$ cat src/verilog/uif_pkg.sv
package uif_pkg;
   // ----------------------------------------------------------------
   // Register map (byte addresses)
   // ----------------------------------------------------------------
   localparam logic [7:0] ADDR_OTG_STAT = 8'h00;
   localparam logic [7:0] ADDR_OTG_EN = 8'h04;
   localparam logic [7:0] ADDR_OTG_CLR = 8'h08;
   localparam logic [7:0] ADDR_DEV_STAT = 8'h0c;
   localparam logic [7:0] ADDR_DEV_EN = 8'h10;
   localparam logic [7:0] ADDR_ERR_STAT = 8'h14;
   localparam logic [7:0] ADDR_ERR_EN = 8'h18;
   localparam logic [7:0] ADDR_TOK_STAT = 8'h1c;
   localparam logic [7:0] ADDR_CTRL = 8'h20;
   // ----------------------------------------------------------------
   // Field positions and masks
   // ----------------------------------------------------------------
   localparam int OTG_ID = 7;
   localparam int OTG_TMR = 6;
   localparam int OTG_LINE = 5;
   localparam int OTG_ACT = 4;
   localparam int OTG_SESV = 3;
   localparam int OTG_SESEND = 2;
   localparam int OTG_VBUS = 0;
   localparam int DEV_STALL = 7;
   localparam int DEV_RESUME = 5;
   localparam int DEV_IDLE = 4;
   localparam int DEV_TOKEN = 3;
   localparam int DEV_SOF = 2;
   localparam int DEV_ERR = 1;
   localparam int DEV_URST = 0;
   localparam int CTRL_LOW_SPEED = 0;
   localparam logic [7:0] OTG_IMPL_MASK = 8'hfd;
   localparam logic [7:0] DEV_IMPL_MASK = 8'hbf;
   localparam logic [7:0] DEV_W1C_MASK = 8'hb5;
   localparam logic [7:0] REG_RESET = 8'h00;
   localparam logic [1:0] RESP_OKAY = 2'h0;
   localparam logic [1:0] RESP_SLVERR = 2'h2;
   // ----------------------------------------------------------------
   // Timing
   // ----------------------------------------------------------------
   localparam int CLK_MHZ = 250;
   localparam int KSTATE_TIME_NS = 2500;
   localparam int RESET_TIME_NS = 2500;
   localparam int LINE_STEADY_TIME_US = 1000;
   localparam int TIMER_TIME_US = 1000;
   localparam int IDLE_TIME_US = 3000;
   localparam int KSTATE_CYC = (KSTATE_TIME_NS * CLK_MHZ + 999) / 1000;
   localparam int RESET_CYC = (RESET_TIME_NS * CLK_MHZ + 999) / 1000;
   localparam int LINE_STEADY_CYC = LINE_STEADY_TIME_US * CLK_MHZ;
   localparam int TIMER_CYC = TIMER_TIME_US * CLK_MHZ;
   localparam int IDLE_CYC = IDLE_TIME_US * CLK_MHZ;
   // ----------------------------------------------------------------
   // Carriers
   // ----------------------------------------------------------------
   typedef struct packed {
      logic id;
      logic sess_valid;
      logic b_sess_end;
      logic a_vbus_valid;
      logic dp;
      logic dm;
   } uif_pins_t;
   typedef struct packed {
      logic stall_sent;
      logic sof;
      logic token_done;
      logic [7:0] token_info;
      logic [7:0] errors;
   } uif_engine_t;
endpackage

$ cat src/verilog/uif_usb_irq_flags.sv
// Decided for this implementation: the AXI4-Lite interface to the registers and the register addresses.
`timescale 1ns/1ps
// Function
// - Each implemented OTG enable bit lets its OTG flag raise interrupt; resets to 0.
// - Bits 15-8 of both registers ignore writes and read zero.
// - Enable bits: ID change 7, 1 ms timer 6, line steady 5, activity 4.
// - Enable bits: session valid 3, session end 2, VBUS valid 0; bit 1 zero.
// - Device flags other than error bit 1 set by hardware, cleared only by writing 1; 0 keeps.
// - Bit 7 sets on STALL handshake sent; bit 6 reads zero.
// - Resume flag bit 5 sets after K-state lasts 2.5 us.
// - Idle flag bit 4 sets after 3 ms of continuous idle.
// - Token flag bit 3 sets when token done; its status is readable.
// - Clearing token flag advances token status queue to next entry.
// - Frame start flag bit 2 sets on start-of-frame token.
// - Error flag bit 1 read-only, set only by enabled error conditions.
// - Bus reset flag bit 0 sets after reset persists 2.5 us.
// - Bus reset flag cannot set again until bus leaves reset.
// - Line steady event when line held 1 ms and differs from recorded.
// - ID change event on any detected change of ID pin.
module uif_usb_irq_flags #(
   parameter int LINE_STEADY_CYCLES = uif_pkg::LINE_STEADY_CYC,
   parameter int TIMER_CYCLES = uif_pkg::TIMER_CYC,
   parameter int IDLE_CYCLES = uif_pkg::IDLE_CYC,
   parameter int TOKEN_DEPTH = 4
) (
   input wire logic CLK,
   input wire logic RST_N,
   input wire uif_pkg::uif_pins_t PINS,
   input wire uif_pkg::uif_engine_t ENGINE,
   input wire logic [7:0] AWADDR,
   input wire logic AWVALID,
   output logic AWREADY,
   input wire logic [31:0] WDATA,
   input wire logic [3:0] WSTRB,
   input wire logic WVALID,
   output logic WREADY,
   output logic [1:0] BRESP,
   output logic BVALID,
   input wire logic BREADY,
   input wire logic [7:0] ARADDR,
   input wire logic ARVALID,
   output logic ARREADY,
   output logic [31:0] RDATA,
   output logic [1:0] RRESP,
   output logic RVALID,
   input wire logic RREADY,
   output logic TOKEN_FULL,
   output logic USB_IRQ
);
   import uif_pkg::*;

   localparam int MK = (KSTATE_CYC > RESET_CYC) ? KSTATE_CYC : RESET_CYC;
   localparam int MA = (IDLE_CYCLES > LINE_STEADY_CYCLES) ? IDLE_CYCLES : LINE_STEADY_CYCLES;
   localparam int MB = (TIMER_CYCLES > MK) ? TIMER_CYCLES : MK;
   localparam int CW = $clog2(((MA > MB) ? MA : MB) + 1);
   localparam int PW = $clog2(TOKEN_DEPTH);
   localparam logic [CW-1:0] K_LIM = CW'(KSTATE_CYC);
   localparam logic [CW-1:0] R_LIM = CW'(RESET_CYC);
   localparam logic [CW-1:0] L_LIM = CW'(LINE_STEADY_CYCLES);
   localparam logic [CW-1:0] T_LIM = CW'(TIMER_CYCLES);
   localparam logic [CW-1:0] I_LIM = CW'(IDLE_CYCLES);
   localparam logic [PW:0] T_DEPTH = (PW + 1)'(TOKEN_DEPTH);

   // ----------------------------------------------------------------
   // Pin synchronisers
   // ----------------------------------------------------------------
   logic [5:0] s1_reg, s2_reg, s3_reg, pin_reg, prev_reg;
   logic [4:0] fill_reg;
   logic primed;
   uif_pins_t pins, prev;
   assign pins = pin_reg;
   assign primed = fill_reg[4];
   // Filter resets to 0, not to the pin level: hide that first step
   assign prev = primed ? prev_reg : pin_reg;

   always_ff @(posedge CLK or negedge RST_N)
   begin
      if (!RST_N)
      begin
         s1_reg <= 6'h00;
         s2_reg <= 6'h00;
         s3_reg <= 6'h00;
         pin_reg <= 6'h00;
         prev_reg <= 6'h00;
         fill_reg <= 5'h00;
      end
      else
      begin
         s1_reg <= PINS;
         s2_reg <= s1_reg;
         s3_reg <= s2_reg;
         // Only a level seen by both later stages is taken
         pin_reg <= (s2_reg & s3_reg) | (pin_reg & (s2_reg ^ s3_reg));
         prev_reg <= pin_reg;
         fill_reg <= {fill_reg[3:0], 1'b1};
      end
   end

   // ----------------------------------------------------------------
   // Line state decode
   // ----------------------------------------------------------------
   logic [7:0] ctrl_reg;
   logic low_speed, se0, k_state, idle_state, line_moved;
   assign low_speed = ctrl_reg[CTRL_LOW_SPEED];
   assign se0 = !pins.dp && !pins.dm;
   assign k_state = low_speed ? (pins.dp && !pins.dm) : (!pins.dp && pins.dm);
   assign idle_state = low_speed ? (!pins.dp && pins.dm) : (pins.dp && !pins.dm);
   assign line_moved = (pins.dp != prev.dp) || (pins.dm != prev.dm);

   // ----------------------------------------------------------------
   // Duration counters
   // ----------------------------------------------------------------
   logic [CW-1:0] k_cnt_reg, r_cnt_reg, i_cnt_reg, l_cnt_reg, t_cnt_reg;
   logic [1:0] line_rec_reg;
   logic resume_evt, reset_evt, idle_evt, line_evt, timer_evt;

   assign resume_evt = k_state && (k_cnt_reg == K_LIM - 1'b1);
   // Saturating count fires once per reset episode
   assign reset_evt = se0 && (r_cnt_reg == R_LIM - 1'b1);
   assign idle_evt = idle_state && (i_cnt_reg == I_LIM - 1'b1);
   assign line_evt = !line_moved && (l_cnt_reg == L_LIM - 1'b1)
                     && ({pins.dp, pins.dm} != line_rec_reg);
   assign timer_evt = (t_cnt_reg == T_LIM - 1'b1);

   always_ff @(posedge CLK or negedge RST_N)
   begin
      if (!RST_N)
      begin
         k_cnt_reg <= '0;
         r_cnt_reg <= '0;
         i_cnt_reg <= '0;
      end
      else
      begin
         if (!k_state)
            k_cnt_reg <= '0;
         else if (k_cnt_reg != K_LIM)
            k_cnt_reg <= k_cnt_reg + 1'b1;
         if (!se0)
            r_cnt_reg <= '0;
         else if (r_cnt_reg != R_LIM)
            r_cnt_reg <= r_cnt_reg + 1'b1;
         if (!idle_state)
            i_cnt_reg <= '0;
         else if (i_cnt_reg != I_LIM)
            i_cnt_reg <= i_cnt_reg + 1'b1;
      end
   end

   always_ff @(posedge CLK or negedge RST_N)
   begin
      if (!RST_N)
      begin
         l_cnt_reg <= '0;
         line_rec_reg <= 2'h0;
         t_cnt_reg <= '0;
      end
      else
      begin
         if (line_moved)
            l_cnt_reg <= '0;
         else if (l_cnt_reg != L_LIM)
            l_cnt_reg <= l_cnt_reg + 1'b1;
         if (line_evt)
            line_rec_reg <= {pins.dp, pins.dm};
         t_cnt_reg <= timer_evt ? '0 : t_cnt_reg + 1'b1;
      end
   end

   // ----------------------------------------------------------------
   // Register bus
   // ----------------------------------------------------------------
   logic awready_reg, wready_reg, bvalid_reg, arready_reg, rvalid_reg;
   logic [7:0] awaddr_reg;
   logic [31:0] wdata_reg, rdata_reg;
   logic [3:0] wstrb_reg;
   logic [1:0] bresp_reg, rresp_reg;
   logic wr_fire, wr_lane;
   logic [7:0] wbyte;

   assign wr_fire = !awready_reg && !wready_reg && !bvalid_reg;
   // Upper bytes carry nothing, so only lane 0 acts
   assign wr_lane = wr_fire && wstrb_reg[0];
   assign wbyte = wdata_reg[7:0];

   function automatic logic mapped(input logic [7:0] a);
      return a[7:2] <= ADDR_CTRL[7:2];
   endfunction

   function automatic logic hit_at(input logic [7:0] a, input logic [7:0] r);
      return wr_lane && (a[7:2] == r[7:2]);
   endfunction

   always_ff @(posedge CLK or negedge RST_N)
   begin
      if (!RST_N)
      begin
         awready_reg <= 1'b1;
         wready_reg <= 1'b1;
         bvalid_reg <= 1'b0;
         awaddr_reg <= 8'h00;
         wdata_reg <= 32'h0;
         wstrb_reg <= 4'h0;
         bresp_reg <= RESP_OKAY;
      end
      else
      begin
         if (AWVALID && awready_reg)
         begin
            awaddr_reg <= AWADDR;
            awready_reg <= 1'b0;
         end
         if (WVALID && wready_reg)
         begin
            wdata_reg <= WDATA;
            wstrb_reg <= WSTRB;
            wready_reg <= 1'b0;
         end
         if (wr_fire)
         begin
            bvalid_reg <= 1'b1;
            bresp_reg <= mapped(awaddr_reg) ? RESP_OKAY : RESP_SLVERR;
         end
         else if (bvalid_reg && BREADY)
         begin
            bvalid_reg <= 1'b0;
            awready_reg <= 1'b1;
            wready_reg <= 1'b1;
         end
      end
   end

   // ----------------------------------------------------------------
   // Software controlled registers
   // ----------------------------------------------------------------
   logic [7:0] otg_en_reg, dev_en_reg, err_en_reg;

   always_ff @(posedge CLK or negedge RST_N)
   begin
      if (!RST_N)
      begin
         otg_en_reg <= REG_RESET;
         dev_en_reg <= REG_RESET;
         err_en_reg <= REG_RESET;
         ctrl_reg <= REG_RESET;
      end
      else
      begin
         if (hit_at(awaddr_reg, ADDR_OTG_EN))
            otg_en_reg <= wbyte & OTG_IMPL_MASK;
         if (hit_at(awaddr_reg, ADDR_DEV_EN))
            dev_en_reg <= wbyte & DEV_IMPL_MASK;
         if (hit_at(awaddr_reg, ADDR_ERR_EN))
            err_en_reg <= wbyte;
         if (hit_at(awaddr_reg, ADDR_CTRL))
            ctrl_reg <= wbyte & 8'h01;
      end
   end

   // ----------------------------------------------------------------
   // Token status queue
   // ----------------------------------------------------------------
   logic [7:0] tok_mem [TOKEN_DEPTH];
   logic [PW-1:0] tok_wr_reg, tok_rd_reg;
   logic [PW:0] tok_cnt_reg, tok_cnt_next;
   logic tok_push, tok_pop;

   assign tok_push = ENGINE.token_done && (tok_cnt_reg != T_DEPTH);
   // Writing 1 to the token flag retires the presented entry
   assign tok_pop = hit_at(awaddr_reg, ADDR_DEV_STAT) && wbyte[DEV_TOKEN]
                    && (tok_cnt_reg != '0);
   assign tok_cnt_next = tok_cnt_reg + (PW + 1)'(tok_push) - (PW + 1)'(tok_pop);

   always_ff @(posedge CLK)
   begin
      if (tok_push)
         tok_mem[tok_wr_reg] <= ENGINE.token_info;
   end

   always_ff @(posedge CLK or negedge RST_N)
   begin
      if (!RST_N)
      begin
         tok_wr_reg <= '0;
         tok_rd_reg <= '0;
         tok_cnt_reg <= '0;
      end
      else
      begin
         if (tok_push)
            tok_wr_reg <= (tok_wr_reg == PW'(TOKEN_DEPTH - 1)) ? '0 : tok_wr_reg + 1'b1;
         if (tok_pop)
            tok_rd_reg <= (tok_rd_reg == PW'(TOKEN_DEPTH - 1)) ? '0 : tok_rd_reg + 1'b1;
         tok_cnt_reg <= tok_cnt_next;
      end
   end

   // ----------------------------------------------------------------
   // Event flags
   // ----------------------------------------------------------------
   logic [7:0] otg_stat_reg, dev_flag_reg, err_stat_reg;
   logic tok_flag_reg, err_sum_reg;
   logic [7:0] otg_set, dev_set, otg_clr, dev_clr, err_clr, dev_view;

   always_comb
   begin
      otg_set = 8'h00;
      otg_set[OTG_ID] = pins.id != prev.id;
      otg_set[OTG_TMR] = timer_evt;
      otg_set[OTG_LINE] = line_evt;
      otg_set[OTG_ACT] = pins != prev;
      otg_set[OTG_SESV] = pins.sess_valid != prev.sess_valid;
      otg_set[OTG_SESEND] = pins.b_sess_end != prev.b_sess_end;
      otg_set[OTG_VBUS] = pins.a_vbus_valid != prev.a_vbus_valid;
      dev_set = 8'h00;
      dev_set[DEV_STALL] = ENGINE.stall_sent;
      dev_set[DEV_RESUME] = resume_evt;
      dev_set[DEV_IDLE] = idle_evt;
      dev_set[DEV_SOF] = ENGINE.sof;
      dev_set[DEV_URST] = reset_evt;
   end

   assign otg_clr = hit_at(awaddr_reg, ADDR_OTG_CLR) ? wbyte & OTG_IMPL_MASK : 8'h00;
   // Zero bits leave flags alone, so a whole-word write clears selectively
   assign dev_clr = hit_at(awaddr_reg, ADDR_DEV_STAT) ? wbyte & DEV_W1C_MASK : 8'h00;
   assign err_clr = hit_at(awaddr_reg, ADDR_ERR_STAT) ? wbyte : 8'h00;

   always_ff @(posedge CLK or negedge RST_N)
   begin
      if (!RST_N)
      begin
         otg_stat_reg <= REG_RESET;
         dev_flag_reg <= REG_RESET;
         err_stat_reg <= REG_RESET;
         tok_flag_reg <= 1'b0;
         err_sum_reg <= 1'b0;
      end
      else
      begin
         otg_stat_reg <= (otg_stat_reg & ~otg_clr) | otg_set;
         dev_flag_reg <= (dev_flag_reg & ~dev_clr) | dev_set;
         err_stat_reg <= (err_stat_reg & ~err_clr) | ENGINE.errors;
         // Stays set while further entries wait behind the retired one
         tok_flag_reg <= tok_cnt_next != '0;
         err_sum_reg <= |(err_stat_reg & err_en_reg);
      end
   end

   always_comb
   begin
      dev_view = dev_flag_reg & DEV_W1C_MASK;
      dev_view[DEV_TOKEN] = tok_flag_reg;
      dev_view[DEV_ERR] = err_sum_reg;
   end

   // ----------------------------------------------------------------
   // Read path and interrupt
   // ----------------------------------------------------------------
   logic [7:0] rbyte;
   logic irq_reg, full_reg;

   always_comb
   begin
      rbyte = 8'h00;
      unique case (ARADDR[7:2])
         ADDR_OTG_STAT[7:2]: rbyte = otg_stat_reg;
         ADDR_OTG_EN[7:2]: rbyte = otg_en_reg;
         ADDR_DEV_STAT[7:2]: rbyte = dev_view;
         ADDR_DEV_EN[7:2]: rbyte = dev_en_reg;
         ADDR_ERR_STAT[7:2]: rbyte = err_stat_reg;
         ADDR_ERR_EN[7:2]: rbyte = err_en_reg;
         ADDR_TOK_STAT[7:2]: rbyte = (tok_cnt_reg != '0) ? tok_mem[tok_rd_reg] : 8'h00;
         ADDR_CTRL[7:2]: rbyte = ctrl_reg;
         default: rbyte = 8'h00;
      endcase
   end

   always_ff @(posedge CLK or negedge RST_N)
   begin
      if (!RST_N)
      begin
         arready_reg <= 1'b1;
         rvalid_reg <= 1'b0;
         rdata_reg <= 32'h0;
         rresp_reg <= RESP_OKAY;
      end
      else if (ARVALID && arready_reg)
      begin
         rdata_reg <= {24'h0, rbyte};
         rresp_reg <= mapped(ARADDR) ? RESP_OKAY : RESP_SLVERR;
         rvalid_reg <= 1'b1;
         arready_reg <= 1'b0;
      end
      else if (rvalid_reg && RREADY)
      begin
         rvalid_reg <= 1'b0;
         arready_reg <= 1'b1;
      end
   end

   always_ff @(posedge CLK or negedge RST_N)
   begin
      if (!RST_N)
      begin
         irq_reg <= 1'b0;
         full_reg <= 1'b0;
      end
      else
      begin
         irq_reg <= |(otg_stat_reg & otg_en_reg) || |(dev_view & dev_en_reg);
         full_reg <= tok_cnt_next == T_DEPTH;
      end
   end

   assign AWREADY = awready_reg;
   assign WREADY = wready_reg;
   assign BVALID = bvalid_reg;
   assign BRESP = bresp_reg;
   assign ARREADY = arready_reg;
   assign RVALID = rvalid_reg;
   assign RDATA = rdata_reg;
   assign RRESP = rresp_reg;
   assign TOKEN_FULL = full_reg;
   assign USB_IRQ = irq_reg;
endmodule // uif_usb_irq_flags
$ cat config.mk
export PLATFORM = sky130hd
export DESIGN_NAME = uif_usb_irq_flags
export DESIGN_NICKNAME = d
export VERILOG_FILES = /design/src/verilog/uif_pkg.sv /design/src/verilog/uif_usb_irq_flags.sv
export SDC_FILE = /design/constraint.sdc
export NUM_CORES = 1
export LEC_CHECK = 0
export ABC_CLOCK_PERIOD_IN_PS = 4750
export BUFFER_PORTS_ARGS = -buffer_cell sky130_fd_sc_hd__buf_2
export CAP_MARGIN = 20
export CORE_UTILIZATION = 62
export DETAILED_ROUTE_END_ITERATION = 10
export PLACE_DENSITY = 0.85
export SLEW_MARGIN = 20
export SYNTH_ARGS = -nofsm -noshare
export SYNTH_HDL_FRONTEND = slang
export SYNTH_SLANG_ARGS = --single-unit
$ cat constraint.sdc
create_clock -name CLK -period 4.75 [get_ports CLK]
set_input_delay 0.95 -clock CLK [delete_from_list [all_inputs] [get_ports CLK]]
set_output_delay 0.95 -clock CLK [all_outputs]
set_load 0.005 [all_outputs]
Yosys cells after proc, flatten, opt, wreduce, memory -nomap -nowiden
Memories as Yosys holds them, arrays and structs flattened.
Cells that the tools add are included.

word-level totals
  RAM bits = 32
  bits in registers = 229
  output and inout port bits = 43
  input bits = 84
  memories kept = 1
  logic and storage cells = 181

cells by class
  multiplexer cells = 35
  reductions and logical operators = 43
  order comparisons = 2
  add/sub/neg operators = 9
  bitwise logic cells = 16
  equal/unequal tests = 38

memory list
  name     words  bits a word  rd ports  clocked after Yosys merged registers in  wr ports  line                      text
  tok_mem  4      8            1         0                                        1         uif_usb_irq_flags.sv:263  logic [7:0] tok_mem [TOKEN_DEPTH];

operators by type and width
  kind                   count
  $mux 20                9
  $add 20x1->20 const B  5
  $pmux 8 s8             1
  $and 8x8->8            6
  $eq 6x3->1 const B     7
  $eq 20x10->1 const B   2
  $eq 20x18->1 const B   2
  $ne 20x10->1 const B   2
  $mux 8                 4
  $logic_and 1x1->1      26
  $not 8->8              3
  $or 8x8->8             3
  $reduce_or 8->1        3
  $eq 20x20->1 const B   1
  $ne 20x18->1 const B   1
  $ne 20x20->1 const B   1
  $eq 6x2->1 const B     3
  $mux 1                 16
  $and 6x6->6            2
  $eq 6x1->1 const B     2
  $eq 6x4->1 const B     2
  $le 6x4->1 const B     2
  $mux 2                 4
  $logic_not 1->1        6
  17 further kinds       30

Logic depth before layout (Yosys ltp)
Gate-level depths: netlist of the first run.

  word-level depth = 9
  gate-level depth with buffers = 12
  mapped depth without buffers = 11

Least setup slack after synthesis of the first run
Ideal clock, no wire load.

  path type = reg2reg
  start point = reg bvalid_reg (netlist: BVALID)
  end point = reg tok_flag_reg
  setup time = 0.131 ns
  stages on the path, launching flop included = 13
  clock period less this slack = 3.016 ns
  slack = 1.734 ns
  arrival = 2.885 ns
  required time = 4.619 ns
  buffers on the path = 1
  cells stage by stage = dfrtp_1 > or4b_1 > buf_4 > nor4_4 > nand3_1 > inv_1 > ha_1 > inv_1 > ha_1 > fa_1 > xnor2_1 > inv_1 > or3_1

between the ends
  longest elaborated chain between the ends = 8

RTL lines
  element                   line                      text
  start: declaration        uif_usb_irq_flags.sv:173  logic awready_reg, wready_reg, bvalid_reg, arready_reg, rvalid_reg;
  start signal: assignment  uif_usb_irq_flags.sv:200  bvalid_reg <= 1'b0;
  start signal: assignment  uif_usb_irq_flags.sv:221  bvalid_reg <= 1'b1;
  start signal: assignment  uif_usb_irq_flags.sv:226  bvalid_reg <= 1'b0;
  $logic_not 1->1           uif_usb_irq_flags.sv:181  assign wr_fire = !awready_reg && !wready_reg && !bvalid_reg;
  $logic_and 1x1->1         uif_usb_irq_flags.sv:181
  $logic_and 1x1->1         uif_usb_irq_flags.sv:183  assign wr_lane = wr_fire && wstrb_reg[0];
  $logic_and 1x1->1         uif_usb_irq_flags.sv:191  return wr_lane && (a[7:2] == r[7:2]);
  $logic_and 1x1->1         uif_usb_irq_flags.sv:270  assign tok_pop = hit_at(awaddr_reg, ADDR_DEV_STAT) && wbyte[DEV_TOKEN]
  $logic_and 1x1->1         uif_usb_irq_flags.sv:271  && (tok_cnt_reg != '0);
  net tok_pop               uif_usb_irq_flags.sv:266  logic tok_push, tok_pop;
  $sub 3x1->3               uif_usb_irq_flags.sv:272  assign tok_cnt_next = tok_cnt_reg + (PW + 1)'(tok_push) - (PW + 1)'(tok_pop);
  net tok_cnt_next[2]       uif_usb_irq_flags.sv:265  logic [PW:0] tok_cnt_reg, tok_cnt_next;
  $reduce_bool 3->1         uif_usb_irq_flags.sv:344  tok_flag_reg <= tok_cnt_next != '0;
  end signal: assignment    uif_usb_irq_flags.sv:335  tok_flag_reg <= 1'b0;
  end signal: assignment    uif_usb_irq_flags.sv:344
  end: declaration          uif_usb_irq_flags.sv:302  logic tok_flag_reg, err_sum_reg;

The timed path passes the listed nets, and every way through them passes these cells.
A chain may end at the register's enable or synchronous reset.

Worst setup path in the final report of the first run
Same ends and word-level chain as after synthesis.

==> results of run 1 <==
[cell usage in the layout (no fill, tap or decap), types with 5 or more instances in the layout]
cell type / netlist / layout
sky130_fd_sc_hd__nor4_1: 24 / 24
sky130_fd_sc_hd__ha_1: 24 / 24
sky130_fd_sc_hd__nand2_1: 72 / 72
sky130_fd_sc_hd__a21oi_1: 44 / 44
sky130_fd_sc_hd__or3_1: 24 / 24
sky130_fd_sc_hd__xor2_1: 23 / 23
sky130_fd_sc_hd__mux4_2: 8 / 8
sky130_fd_sc_hd__or2_2: 6 / 6
sky130_fd_sc_hd__dfrtp_1: 218 / 218
sky130_fd_sc_hd__xnor2_1: 37 / 37
sky130_fd_sc_hd__o211ai_1: 5 / 5
sky130_fd_sc_hd__nor4b_1: 5 / 5
sky130_fd_sc_hd__buf_2: 3 / 68
sky130_fd_sc_hd__mux2i_1: 8 / 8
sky130_fd_sc_hd__a31oi_1: 6 / 6
sky130_fd_sc_hd__nand3_1: 46 / 46
sky130_fd_sc_hd__clkbuf_1: 22 / 6
sky130_fd_sc_hd__or4_1: 25 / 25
sky130_fd_sc_hd__mux2_2: 29 / 29
sky130_fd_sc_hd__a2111oi_0: 5 / 5
sky130_fd_sc_hd__nor2_1: 70 / 70
sky130_fd_sc_hd__mux2_4: 15 / 15
sky130_fd_sc_hd__inv_1: 42 / 42
sky130_fd_sc_hd__nand4_1: 24 / 24
sky130_fd_sc_hd__conb_1: 2 / 27
sky130_fd_sc_hd__a22o_1: 7 / 7
sky130_fd_sc_hd__o31ai_1: 11 / 11
sky130_fd_sc_hd__a21o_1: 19 / 19
sky130_fd_sc_hd__nand2b_1: 9 / 9
sky130_fd_sc_hd__o21ai_0: 33 / 33
sky130_fd_sc_hd__and2_1: 6 / 6
sky130_fd_sc_hd__nor3_1: 24 / 24
sky130_fd_sc_hd__clkbuf_16: 0 / 27
sky130_fd_sc_hd__a22oi_1: 11 / 11
sky130_fd_sc_hd__edfxtp_1: 32 / 32
sky130_fd_sc_hd__and3_1: 16 / 16
sky130_fd_sc_hd__clkbuf_8: 0 / 7
[cell usage after synthesis (all sizes together), types with 11 or more instances]
cell type / n / area share [%]
dfrtp: 218 / 46
nand2: 72 / 2.3
nor2: 70 / 2.2
nand3: 46 / 2.0
a21oi: 44 / 1.9
mux2: 44 / 4.7
inv: 42 / 1.3
xnor2: 37 / 2.7
buf: 33 / 2.1
o21ai: 33 / 1.4
edfxtp: 32 / 8.1
nor4: 27 / 1.7
or4: 27 / 1.8
ha: 24 / 2.5
nand4: 24 / 1.3
nor3: 24 / 1.0
or3: 24 / 1.3
xor2: 23 / 1.7
clkbuf: 22 / 0.70
a21o: 19 / 1.2
and3: 16 / 0.85
a22oi: 11 / 0.70
o31ai: 11 / 0.70
[cell families (layout without fill, tap and decap cells)]
| kind of cell | count (synthesis) | in the layout | synth area share, % |
|---|---|---|---|
| AO/OA/AOI/OAI | 166 | 166 | 9.260 |
| adder cells (fa/ha/maj) | 25 | 25 | 2.715 |
| other | 2 | 27 | 0.06366 |
| multiplexers | 60 | 60 | 6.884 |
| XOR/XNOR | 60 | 60 | 4.455 |
| flip-flops | 253 | 253 | 55.06 |
| buffers and inverters | 97 | 160 | 4.105 |
| AND/OR/NAND/NOR | 378 | 378 | 17.46 |
[through the flow]
step                      hold WS (ns)  utilization (%)  cells  cell area, sq um
after global placement          0.3313            65.43   1316             12240
after floorplan                 0.3312                -   1066             11890
after CTS                       0.3440            70.34   1363             13160
after global routing            0.3492            70.34   1363             13160
after detailed placement        0.3347            65.43   1316             12240
final                           0.3407            70.34   1363             13160
[cell type report]
| cell class | instances | area share [%] |
|---|---|---|
| Sequential cell | 253 | 49.36 |
| Tap cell | 234 | 2.225 |
| Multi-Input combinational cell | 716 | 37.32 |
| Clock inverter | 7 | 0.9414 |
| Inverter | 42 | 1.198 |
| Timing Repair Buffer | 71 | 2.910 |
| Clock buffer | 40 | 6.038 |
[worst register-to-register path: stages, from the launching register on]
cell and delay, ns:
sky130_fd_sc_hd__dfrtp_1 0.40, sky130_fd_sc_hd__or4b_1 0.71, sky130_fd_sc_hd__nor4_4 0.54, sky130_fd_sc_hd__nand3_1 0.22
sky130_fd_sc_hd__inv_1 0.11, sky130_fd_sc_hd__ha_1 0.12, sky130_fd_sc_hd__inv_1 0.04, sky130_fd_sc_hd__ha_1 0.18
sky130_fd_sc_hd__fa_1 0.37, sky130_fd_sc_hd__xnor2_1 0.22, sky130_fd_sc_hd__inv_1 0.08, sky130_fd_sc_hd__or3_1 0.30
[power groups by stage]
stage / Clock [mW] / Sequential (mW) / Combinational (mW)
2_1_floorplan: 0 / 2.76 / 0.723
3_3_place_gp: 0 / 2.88 / 0.889
3_5_place_dp: 0 / 2.90 / 0.930
4_1_cts: 2.16 / 2.87 / 0.948
5_1_grt: 2.25 / 2.92 / 1.05
6_report: 2.14 / 2.89 / 0.944
[layer usage]
metal  vias to the layer above  wire, um  track usage, %
li1                       3885         -               -
met1                      4176     10610           37.33
met2                       337     11900           42.84
met3                        74      1707           4.786
met4                         0       832           9.023
met5                         -         0               0
[how the worst max path moves through the flow]
| stage | start | to | cells past startpoint |
|---|---|---|---|
| after floorplan | BVALID$_DFFE_PN0P_ | tok_flag_reg$_DFF_PN0_ | 12 |
| after global placement | BVALID$_DFFE_PN0P_ | tok_flag_reg$_DFF_PN0_ | 11 |
| after detailed placement | BVALID$_DFFE_PN0P_ | tok_flag_reg$_DFF_PN0_ | 11 |
| after CTS | BVALID$_DFFE_PN0P_ | tok_flag_reg$_DFF_PN0_ | 11 |
| after global routing | BVALID$_DFFE_PN0P_ | tok_flag_reg$_DFF_PN0_ | 11 |
| final | BVALID$_DFFE_PN0P_ | tok_flag_reg$_DFF_PN0_ | 11 |
==> impl_results.rst, run 1 <==
.. list-table::
   :header-rows: 1

   * - Metric
     - Value
   * - Result of the run
     - finished clean
   * - Post-synthesis sequential area ratio
     - 55.06%
   * - Most prevalent standard cell on the critical path
     - sky130_fd_sc_hd__inv_1
   * - Post-Synthesis Mean Instance Area
     - 11.33 sq um
   * - Area of the core
     - 18710 sq um
   * - Terminating pin of the worst hold path
     - s2_reg[3]$_DFF_PN0_
   * - Tot Pwr
     - 5.974 mW
   * - FF-to-FF End
     - tok_flag_reg$_DFF_PN0_
   * - Sum of negative setup slack
     - 0 ns
   * - Global-route congestion overflow total
     - 0
   * - Total of warnings raised by yosys
     - 0
   * - Cells traversed along the worst timing path
     - or4b_1 > nor4_4 > nand3_1 > inv_1 > ha_1 > inv_1 > ha_1 > fa_1 > xnor2_1 > inv_1 > or3_1
   * - Residual DRC count
     - 0
   * - Post-CTS setup-driven buffer insertion count
     - 0
   * - Area of the die
     - 19580 sq um
   * - Share of the clock period used by the worst path after layout
     - 71.33%
   * - Ratio of cells with drive above 1 in the final layout
     - 16.30%
   * - Internal power of the cells
     - 4.296 mW
   * - Final Max Slew Viols
     - 0
   * - Largest net degree at the start of global routing
     - 127
   * - Final Hold Vio Count
     - 0
   * - Number of flip-flops in the largest register
     - 32
   * - Largest Register
     - tok_mem
   * - Type of element capturing the critical path
     - register
   * - # clock sinks
     - 253
   * - Count of antenna-violating nets left after detailed routing
     - 0
   * - Effective utilization at floorplan
     - 63.06%
   * - Netlist area before placement
     - 11800 sq um
   * - Delay contributed by the slowest stage of the critical path
     - 0.71 ns
   * - Buffers from clock root to sink, at most
     - 3
   * - Fin crit period
     - 3.388 ns
   * - Cell chosen for the clock root
     - sky130_fd_sc_hd__clkbuf_16
   * - Switching component of the power
     - 1.678 mW
   * - Number of rows in the core area
     - 50
   * - FF-to-FF Start
     - BVALID$_DFFE_PN0P_
   * - Skew-Pair Late Insertion Delay
     - 0.53 ns
   * - EDFF count, synth
     - 32
   * - Path category of the worst min-delay check
     - register to register
   * - Buffer and inverter count on the worst path
     - 3
   * - Slew at the pin with the worst max-slew slack
     - 0.9495 ns
   * - Upper clock frequency limit
     - 0.2951 GHz
   * - Crit path max fanout
     - 7
   * - Number of gates resized after CTS
     - 0
   * - Routed wirelength normalized by instance count
     - 18.38 um
   * - Worst Path Class, Setup
     - register to register
   * - Router iterations before antenna repair
     - 5
   * - Leakage power total
     - 5.585 nW
   * - Sequential cell area
     - 6495 sq um
   * - Via count normalized by instance count
     - 6.216
   * - Post-CTS clock slew at the launch and capture registers of the worst setup and hold paths
     - 0.06 ns
   * - Iter 0 DRT Violations
     - 682
   * - Worst-case vdd ir drop
     - 0.0003909 V
   * - Number of global-route vias before repair
     - 8352
   * - Sequential Power Share
     - 48.3%
   * - Gate count after technology mapping
     - 1041
   * - Global-route wire length before repair
     - 42280 um
   * - Worst slew margin relative to its limit
     - 36.70%
   * - Predominant post-synthesis flop cell
     - sky130_fd_sc_hd__dfrtp_1
   * - Power share of the clock group
     - 35.9%
   * - DPL Wire Length
     - 16880 um
   * - Area added between synthesis and finish
     - 11.54%
   * - Setup Skew
     - 0.01712 ns
   * - Seq cells post-synth
     - 253
   * - Number of vias after detailed routing
     - 8472
   * - PD cells
     - 454.0 nW/um^2
   * - Number of CTS-inserted buffers
     - 26
   * - I/O pin cnt
     - 127
   * - Number of port buffers
     - 69
   * - Post-synth cell types
     - 69
   * - Critical Path AT
     - 3.79 ns
   * - R2R depth
     - 11
   * - Multi-input gate area in the final layout
     - 4911 sq um
   * - Overall routed net length
     - 25050 um
   * - Ant. Diodes
     - 0
   * - Antenna violations before repair
     - 0
   * - Number of buffers inserted for hold repair after clock tree synthesis
     - 0
   * - Fraction of power consumed by combinational cells
     - 15.8%
   * - Delay-heaviest family, CP
     - simple AND/OR/NAND/NOR gates
   * - Reg2reg setup slack
     - 1.36 ns
   * - TritonCTS clock tree
     - done
   * - Overall die height
     - 139.9 um
   * - Hold Crit Start
     - s1_reg[3]$_DFF_PN0_
   * - Reported max-cap violation count
     - 0
   * - Async S/R FF share, synth
     - 87.35%
   * - Final setup violation count
     - 0
   * - GRT Util Overall
     - 26.76%
   * - Worst EP required
     - 5.16 ns
   * - Placer Congestion
     - 0.8770
   * - Setup repair after global routing missed its margin
     - no
   * - Max H-tree Level
     - 1
   * - Final net count
     - 1219
   * - Slowest stage cell on the critical path
     - sky130_fd_sc_hd__or4b_1
   * - Die width
     - 139.9 um
   * - Launching element type of the critical path
     - register
   * - Number of instances on the worst hold path
     - 0
   * - Post-Place Worst Slack
     - 1.388 ns
   * - Final critical-path setup slack
     - 1.362 ns
   * - Filler cells
     - 1246
   * - Sw Ratio
     - 28.08%
Note: power is estimated with default switching activity, not from simulation.
==> run 2: changes to the inputs <==
--- a/config.mk
+++ b/config.mk
@@ -5,12 +5,12 @@
 export SDC_FILE = /design/constraint.sdc
 export NUM_CORES = 1
 export LEC_CHECK = 0
-export ABC_CLOCK_PERIOD_IN_PS = 4750
+export ABC_CLOCK_PERIOD_IN_PS = 3300
 export BUFFER_PORTS_ARGS = -buffer_cell sky130_fd_sc_hd__buf_2
 export CAP_MARGIN = 20
-export CORE_UTILIZATION = 62
+export CORE_UTILIZATION = 59
 export DETAILED_ROUTE_END_ITERATION = 10
-export PLACE_DENSITY = 0.85
+export PLACE_DENSITY = 0.81
 export SLEW_MARGIN = 20
 export SYNTH_ARGS = -nofsm -noshare
 export SYNTH_HDL_FRONTEND = slang
==> constraint.sdc (replaced) <==
create_clock -name CLK -period 3.3 [get_ports CLK]
set_input_delay 0.66 -clock CLK [delete_from_list [all_inputs] [get_ports CLK]]
set_output_delay 0.66 -clock CLK [all_outputs]
set_load 0.005 [all_outputs]
==> run 2 against run 1 <==
  * Die area rose by 5.0%
  * Total power rose by 51%
  * Sequential power grew 43%
  * Non-clock buffer count is 6 higher
  * Clock-buffer cell count decreased by 6
  * Maximum frequency is 11% higher
  * Hold slack got worse by 0.23 ns
  * Clock power up 64%
  * Critical path type unchanged
  * Critical endpoint unchanged
  * Largest power group unchanged
==> impl_results.rst, run 2 (synthesized netlist as in run 1, its figures left out) <==
.. list-table::
   :header-rows: 1

   * - Metric
     - Value
   * - Result of the run
     - finished clean
   * - Max H-tree Level
     - 1 (unchanged)
   * - Path category of the worst min-delay check
     - primary input to async pin
   * - Ratio of cells with drive above 1 in the final layout
     - 17.33% (+1.0 points)
   * - Number of flip-flops in the largest register
     - 32 (unchanged)
   * - Buffers from clock root to sink, at most
     - 3 (unchanged)
   * - Largest Register
     - tok_mem
   * - Global-route congestion overflow total
     - 0 (unchanged)
   * - Most used cells in the layout excluding fill and tap cells
     - sky130_fd_sc_hd__dfrtp_1, sky130_fd_sc_hd__nand2_1, sky130_fd_sc_hd__nor2_1
   * - Number of buffers inserted for hold repair after clock tree synthesis
     - 0 (unchanged)
   * - Tot Pwr
     - 9.004 mW (+51%)
   * - Commonest non-fill, non-tap cell in the layout
     - sky130_fd_sc_hd__dfrtp_1
   * - Antenna violations before repair
     - 1 (+1)
   * - GRT Util Overall
     - 25.42% (-1.3 points)
   * - DPL Wire Length
     - 16750 um (-0.79%)
   * - Cell chosen for the clock root
     - sky130_fd_sc_hd__clkbuf_16
   * - I/O pin cnt
     - 127 (unchanged)
   * - Reg2reg setup slack
     - 0.24 ns (-1.12 ns)
   * - TritonCTS clock tree
     - done
   * - Number of CTS-inserted buffers
     - 27 (+3.8%)
   * - Number of port buffers
     - 69 (unchanged)
   * - Fin crit period
     - 3.060 ns (-0.3281 ns)
   * - Worst-case hold slack
     - 0.1110 ns (-0.2297 ns)
   * - Worst-case vdd ir drop
     - 0.0005786 V (+48%)
   * - Slowest stage cell on the critical path
     - sky130_fd_sc_hd__or4b_1
   * - Area added between synthesis and finish
     - 13.55%
   * - Cells traversed along the worst timing path
     - or4b_1 > nor4_4 > nand3_2 > inv_1 > ha_1 > inv_1 > ha_1 > fa_1 > xnor2_1 > inv_1 > or3_1
   * - Worst EP required
     - 3.72 ns (-1.44 ns)
   * - Number of rows in the core area
     - 51 (+2.0%)
   * - Delay contributed by the slowest stage of the critical path
     - 0.61 ns (-0.10 ns)
   * - Overall die height
     - 143.4 um (+2.5%)
   * - Buffer and inverter count on the worst path
     - 3 (unchanged)
   * - Largest net degree at the start of global routing
     - 100 (-21%)
   * - Worst Path Class, Setup
     - register to register
   * - Type of element capturing the critical path
     - register
   * - Critical Path AT
     - 3.48 ns (-0.31 ns)
   * - Sum of negative setup slack
     - 0 ns (unchanged)
   * - Die width
     - 143.4 um (+2.5%)
   * - Leakage power total
     - 5.678 nW (+1.6%)
   * - Final Hold Vio Count
     - 0 (unchanged)
   * - Setup repair after global routing missed its margin
     - no
   * - Effective utilization at floorplan
     - 60.41% (-2.7 points)
   * - Iter 0 DRT Violations
     - 486 (-29%)
   * - Delay-heaviest family, CP
     - simple AND/OR/NAND/NOR gates
   * - Post-CTS clock slew at the launch and capture registers of the worst setup and hold paths
     - 0.06 ns (about the same)
   * - Launching element type of the critical path
     - register
   * - Residual DRC count
     - 0 (unchanged)
   * - Share of the clock period used by the worst path after layout
     - 92.73% (+21 points)
   * - Post-Place Worst Slack
     - 0.1931 ns (-1.195 ns)
   * - # clock sinks
     - 253 (unchanged)
   * - Most prevalent standard cell on the critical path
     - sky130_fd_sc_hd__inv_1
   * - Overall routed net length
     - 25030 um (-0.11%)
   * - Post-route cell area
     - 13400 sq um (+1.8%)
   * - Via count normalized by instance count
     - 5.955 (-4.2%)
   * - Final setup violation count
     - 0 (unchanged)
   * - Routed wirelength normalized by instance count
     - 17.82 um (-3.0%)
   * - Worst slew margin relative to its limit
     - 45.58% (+8.9 points)
   * - Final critical-path setup slack
     - 0.2399 ns (-1.122 ns)
   * - Placer Congestion
     - 0.8880 (+1.3%)
   * - Final net count
     - 1226 (+0.57%)
   * - Slew at the pin with the worst max-slew slack
     - 0.8089 ns (-0.1405 ns)
   * - Number of vias after detailed routing
     - 8361 (-1.3%)
   * - Crit path max fanout
     - 4 (-3)
   * - Global-route wire length before repair
     - 41160 um (-2.7%)
   * - Setup Skew
     - 0.008642 ns (-0.008478 ns)
   * - Skew-Pair Late Insertion Delay
     - 0.55 ns (+0.02 ns)
   * - PD cells
     - 672.2 nW/um^2 (+48%)
   * - Instance area after placement
     - 12340 sq um (+0.79%)
   * - Count of antenna-violating nets left after detailed routing
     - 0 (unchanged)
   * - Final Max Slew Viols
     - 0 (unchanged)
   * - Router iterations before antenna repair
     - 5 (unchanged)
   * - Reported max-cap violation count
     - 0 (unchanged)
   * - Area of the die
     - 20560 sq um (+5.0%)
   * - Number of global-route vias before repair
     - 8061 (-3.5%)
   * - Upper clock frequency limit
     - 0.3268 GHz (+11%)
   * - Area of the core
     - 19530 sq um (+4.4%)
[run 2: cell count changes in the layout (fill, tap and decap cells not counted), moves of 2 or more]
cell and delta:
sky130_fd_sc_hd__buf_4 +5, sky130_fd_sc_hd__bufinv_16 +5, sky130_fd_sc_hd__clkbuf_1 -4, sky130_fd_sc_hd__clkbuf_8 -3, sky130_fd_sc_hd__clkinvlp_4 +2, sky130_fd_sc_hd__diode_2 +2
[run 2: worst paths after layout]
check	from	endpoint	cells past startpoint
min in group CLK	PINS[2]	s1_reg[2]$_DFF_PN0_	1
worst min-delay path	RST_N	i_cnt_reg[3]$_DFFE_PN0P_	1
worst max-delay path	BVALID$_DFFE_PN0P_	tok_flag_reg$_DFF_PN0_	11
worst min register to register	fill_reg[3]$_DFF_PN0_	fill_reg[4]$_DFF_PN0_	0
worst max register to register	BVALID$_DFFE_PN0P_	tok_flag_reg$_DFF_PN0_	11
max in group asynchronous	RST_N	AWREADY$_DFF_PN1_	2
[run 2: final cells by class]
cell class / count / area [sq um]
Clock inverter: 15 / 304.0
Antenna cell: 2 / 5.005
Timing Repair Buffer: 77 / 440.4
Sequential cell: 253 / 6495
Multi-Input combinational cell: 716 / 4916
Tap cell: 265 / 331.6
Inverter: 42 / 157.7
Fill cell: 1439 / 6131
Clock buffer: 34 / 745.7
[run 2: layer usage]
metal  part of all wire, %  GRT usage [%]  vias up
met5                     0              0        -
met4                   3.5          9.295        0
met3                   6.8          4.698       70
met2                    48          40.78      311
met1                    42          34.71     4073
li1                      -              -     3907
[run 2: worst reg2reg max path, stage by stage, from the launching register on]
cell and delay (ns):
sky130_fd_sc_hd__dfrtp_1 0.41, sky130_fd_sc_hd__or4b_1 0.61, sky130_fd_sc_hd__nor4_4 0.35, sky130_fd_sc_hd__nand3_2 0.18, sky130_fd_sc_hd__inv_1 0.10, sky130_fd_sc_hd__ha_1 0.12
sky130_fd_sc_hd__inv_1 0.04, sky130_fd_sc_hd__ha_1 0.18, sky130_fd_sc_hd__fa_1 0.39, sky130_fd_sc_hd__xnor2_1 0.21, sky130_fd_sc_hd__inv_1 0.07, sky130_fd_sc_hd__or3_1 0.30
[run 2: per-stage QoR]
stage	utilization, %	cells
6_report	68.60	1404
5_1_grt	68.58	1402
4_1_cts	68.55	1402
3_5_place_dp	63.17	1353
3_3_place_gp	63.17	1353
2_1_floorplan	-	1066
[run 2: report_power, final]
group          internal [mW]  switching [mW]  total (mW)  leakage [nW]
clock                   2.24            1.26        3.50         0.506
combinational          0.668           0.695        1.36          2.04
sequential              3.64           0.502        4.14          3.13
[run 2: timing repair]
action,4_1_cts,5_1_grt
gates resized for setup,0,1
setup endpoints to repair,0,1
buffers inserted,0,0
==> run 3: changes to the inputs <==
--- a/config.mk
+++ b/config.mk
@@ -8,6 +8,7 @@
 export ABC_CLOCK_PERIOD_IN_PS = 3300
 export BUFFER_PORTS_ARGS = -buffer_cell sky130_fd_sc_hd__buf_2
 export CAP_MARGIN = 20
+export CORE_MARGIN = 2
 export CORE_UTILIZATION = 59
 export DETAILED_ROUTE_END_ITERATION = 10
 export PLACE_DENSITY = 0.81
==> run 3 against run 2 <==
  * Core utilization decreased by 0.76 points
  * Clock-buffer cell count increased by 5
  * Total power decreased by 4.9%
  * Sequential power about the same
  * Design area decreased by 1.1%
  * Sequential cell count unchanged
  * Combinational power about the same
  * Worst setup slack got worse by 0.027 ns
  * Register-to-register slack got worse by 0.03 ns
  * Critical path type unchanged
  * Critical endpoint unchanged
  * Largest cell class unchanged
  * Highest routed layer unchanged
==> impl_results.rst, run 3 (synthesized netlist as in run 1, its figures left out) <==
.. list-table::
   :header-rows: 1

   * - Metric
     - Value
   * - Overall routed net length
     - 25310 um (+1.1%)
   * - Share of the core filled with cells in the final layout
     - 67.85% (-0.76 points)
   * - Number of flip-flops in the largest register
     - 32 (unchanged)
   * - Count of antenna-violating nets left after detailed routing
     - 0 (unchanged)
   * - Placer Congestion
     - 0.9287 (+4.6%)
   * - Via count normalized by instance count
     - 6.036 (+1.4%)
   * - Share of the clock period used by the worst path after layout
     - 93.55% (+0.82 points)
   * - FF-to-FF End
     - tok_flag_reg$_DFF_PN0_
   * - Upper clock frequency limit
     - 0.3239 GHz (-0.88%)
   * - Global-route congestion overflow total
     - 0 (unchanged)
   * - Number of rows in the core area
     - 51 (unchanged)
   * - Number of port buffers
     - 69 (unchanged)
   * - Buffers from clock root to sink, at most
     - 3 (unchanged)
   * - Filler cells
     - 1453 (+0.97%)
   * - Global-route wire length before repair
     - 42630 um (+3.6%)
   * - Leakage power total
     - 5.617 nW (-1.1%)
   * - Result of the run
     - finished clean
   * - Setup repair after global routing missed its margin
     - no
   * - Number of global-route vias before repair
     - 8434 (+4.6%)
   * - Final Hold Vio Count
     - 0 (unchanged)
   * - Router iterations before antenna repair
     - 5 (unchanged)
   * - Commonest non-fill, non-tap cell in the layout
     - sky130_fd_sc_hd__dfrtp_1
   * - Sequential cell area
     - 6495 sq um (unchanged)
   * - Post-route cell area
     - 13250 sq um (-1.1%)
   * - Launching element type of the critical path
     - register
   * - Final setup violation count
     - 0 (unchanged)
   * - Reg2reg setup slack
     - 0.21 ns (-0.03 ns)
   * - I/O pin cnt
     - 127 (unchanged)
   * - Final net count
     - 1227 (+0.082%)
   * - Multi-input gate area in the final layout
     - 4911 sq um (-0.10%)
   * - Residual DRC count
     - 0 (unchanged)
   * - Routed wirelength normalized by instance count
     - 18.01 um (+1.0%)
   * - Iter 0 DRT Violations
     - 704 (+45%)
   * - Number of gates resized after CTS
     - 0 (unchanged)
   * - Slew at the pin with the worst max-slew slack
     - 0.8651 ns (+0.05623 ns)
   * - Area of the core
     - 19530 sq um (unchanged)
   * - Worst slew margin relative to its limit
     - 41.79% (-3.8 points)
   * - Cell chosen for the clock root
     - sky130_fd_sc_hd__clkbuf_16
   * - Sum of negative setup slack
     - 0 ns (unchanged)
   * - Crit. Startpoint
     - BVALID$_DFFE_PN0P_
   * - TritonCTS clock tree
     - done
   * - Instance area after placement
     - 12350 sq um (+0.12%)
   * - R2R depth
     - 11 (unchanged)
   * - Max H-tree Level
     - 1 (unchanged)
   * - Worst Path Class, Setup
     - register to register
   * - FF-to-FF Start
     - BVALID$_DFFE_PN0P_
   * - Effective utilization at floorplan
     - 60.41% (unchanged)
   * - Worst-case vdd ir drop
     - 0.0005433 V (-6.1%)
   * - Ratio of cells with drive above 1 in the final layout
     - 16.71% (-0.62 points)
   * - Area of the die
     - 21140 sq um (+2.8%)
   * - Type of element capturing the critical path
     - register
   * - DPL Wire Length
     - 17250 um (+3.0%)
   * - Post-CTS setup-driven buffer insertion count
     - 0 (unchanged)
   * - Overall die height
     - 145.4 um (+1.4%)
   * - Largest net degree at the start of global routing
     - 88 (-12%)
   * - # clock sinks
     - 253 (unchanged)
   * - Final Max Slew Viols
     - 0 (unchanged)
   * - Worst EP required
     - 3.70 ns (-0.02 ns)
   * - PD cells
     - 646.4 nW/um^2 (-3.8%)
   * - Number of buffers inserted for hold repair after clock tree synthesis
     - 0 (unchanged)
   * - Crit path max fanout
     - 4 (unchanged)
   * - Antenna violations before repair
     - 1 (unchanged)
   * - Fin crit period
     - 3.087 ns (+0.02722 ns)
   * - Critical Path AT
     - 3.49 ns (about the same)
   * - Count of non-filler cells in the finished layout
     - 1405 (+0.071%)
   * - CP Capture Point
     - tok_flag_reg$_DFF_PN0_
   * - Path category of the worst min-delay check
     - primary input to async pin
   * - Most used cells in the layout excluding fill and tap cells
     - sky130_fd_sc_hd__dfrtp_1, sky130_fd_sc_hd__nand2_1, sky130_fd_sc_hd__nor2_1
   * - Number of vias after detailed routing
     - 8481 (+1.4%)
   * - Placed Cells incl. Taps
     - 1355 (+0.15%)
   * - Largest Register
     - tok_mem
   * - Worst-case hold slack
     - 0.1430 ns (+0.03192 ns)
   * - Area added between synthesis and finish
     - 12.30%
   * - Number of CTS-inserted buffers
     - 26 (-3.7%)
   * - Post-CTS clock slew at the launch and capture registers of the worst setup and hold paths
     - 0.06 ns (about the same)
   * - GRT Util Overall
     - 24.29% (-1.1 points)
   * - Die width
     - 145.4 um (+1.4%)
   * - Setup Skew
     - 0.01496 ns (+0.006318 ns)
   * - Reported max-cap violation count
     - 0 (unchanged)
   * - Skew-Pair Late Insertion Delay
     - 0.53 ns (-0.02 ns)
## run 3: cell count changes in the layout (fill, tap and decap cells not counted), moves of 2 or more
cell and delta:
sky130_fd_sc_hd__clkbuf_1 +6, sky130_fd_sc_hd__bufinv_16 -5, sky130_fd_sc_hd__buf_4 +2, sky130_fd_sc_hd__clkinv_2 +2, sky130_fd_sc_hd__clkinvlp_4 -2
## run 3: layout make-up
cell class | instances | share of cell area [%]
tap | 265 | 2.503
antenna | 3 | 0.05667
clock buffer | 39 | 5.827
inverter | 42 | 1.190
multi-input combinational | 716 | 37.07
timing repair buffer | 79 | 3.438
clock inverter | 8 | 0.8878
sequential | 253 | 49.03
## run 3: worst min-delay path by stage
stage,start,endpoint,slack (ns),cells past startpoint
3_5_place_dp,fill_reg[0]$_DFF_PN0_,fill_reg[1]$_DFF_PN0_,0.33,0
5_1_grt,RST_N,l_cnt_reg[0]$_DFFE_PN0P_,0.19,1
6_report,RST_N,i_cnt_reg[0]$_DFFE_PN0P_,0.14,1
3_3_place_gp,fill_reg[0]$_DFF_PN0_,fill_reg[1]$_DFF_PN0_,0.33,0
2_1_floorplan,fill_reg[0]$_DFF_PN0_,fill_reg[1]$_DFF_PN0_,0.33,0
4_1_cts,RST_N,i_cnt_reg[0]$_DFFE_PN0P_,0.17,1
## run 3: metrics by stage
stage | worst slack [ns] | total power, mW
2_1_floorplan | 0.2837 | 5.011
3_3_place_gp | 0.2785 | 5.471
3_5_place_dp | 0.2534 | 5.549
4_1_cts | 0.2154 | 8.599
5_1_grt | 0.06643 | 8.955
6_report | 0.2127 | 8.563
## run 3: where the power goes
part / switching [mW] / internal, mW
clock: 1.18 / 1.85
combinational: 0.721 / 0.670
sequential: 0.508 / 3.64
total: 2.41 / 6.16
## run 3: worst max-delay path, cell delays in order, from the launching register on
cell,delay [ns]
sky130_fd_sc_hd__dfrtp_1,0.40
sky130_fd_sc_hd__or4b_1,0.60
sky130_fd_sc_hd__nor4_4,0.33
sky130_fd_sc_hd__nand3_1,0.21
sky130_fd_sc_hd__inv_1,0.11
sky130_fd_sc_hd__ha_1,0.12
sky130_fd_sc_hd__inv_1,0.04
sky130_fd_sc_hd__ha_1,0.20
sky130_fd_sc_hd__fa_1,0.39
sky130_fd_sc_hd__xnor2_1,0.21
sky130_fd_sc_hd__inv_1,0.07
sky130_fd_sc_hd__or3_1,0.30
## run 3: per-layer routing
metal / track usage [%] / part of all wire [%] / vias to the layer above
met2: 39.31 / 48 / 302
met1: 33.98 / 43 / 4219
li1: - / - / 3912
met5: 0 / 0 / -
met4: 6.324 / 1.8 / 0
met3: 5.047 / 6.8 / 48
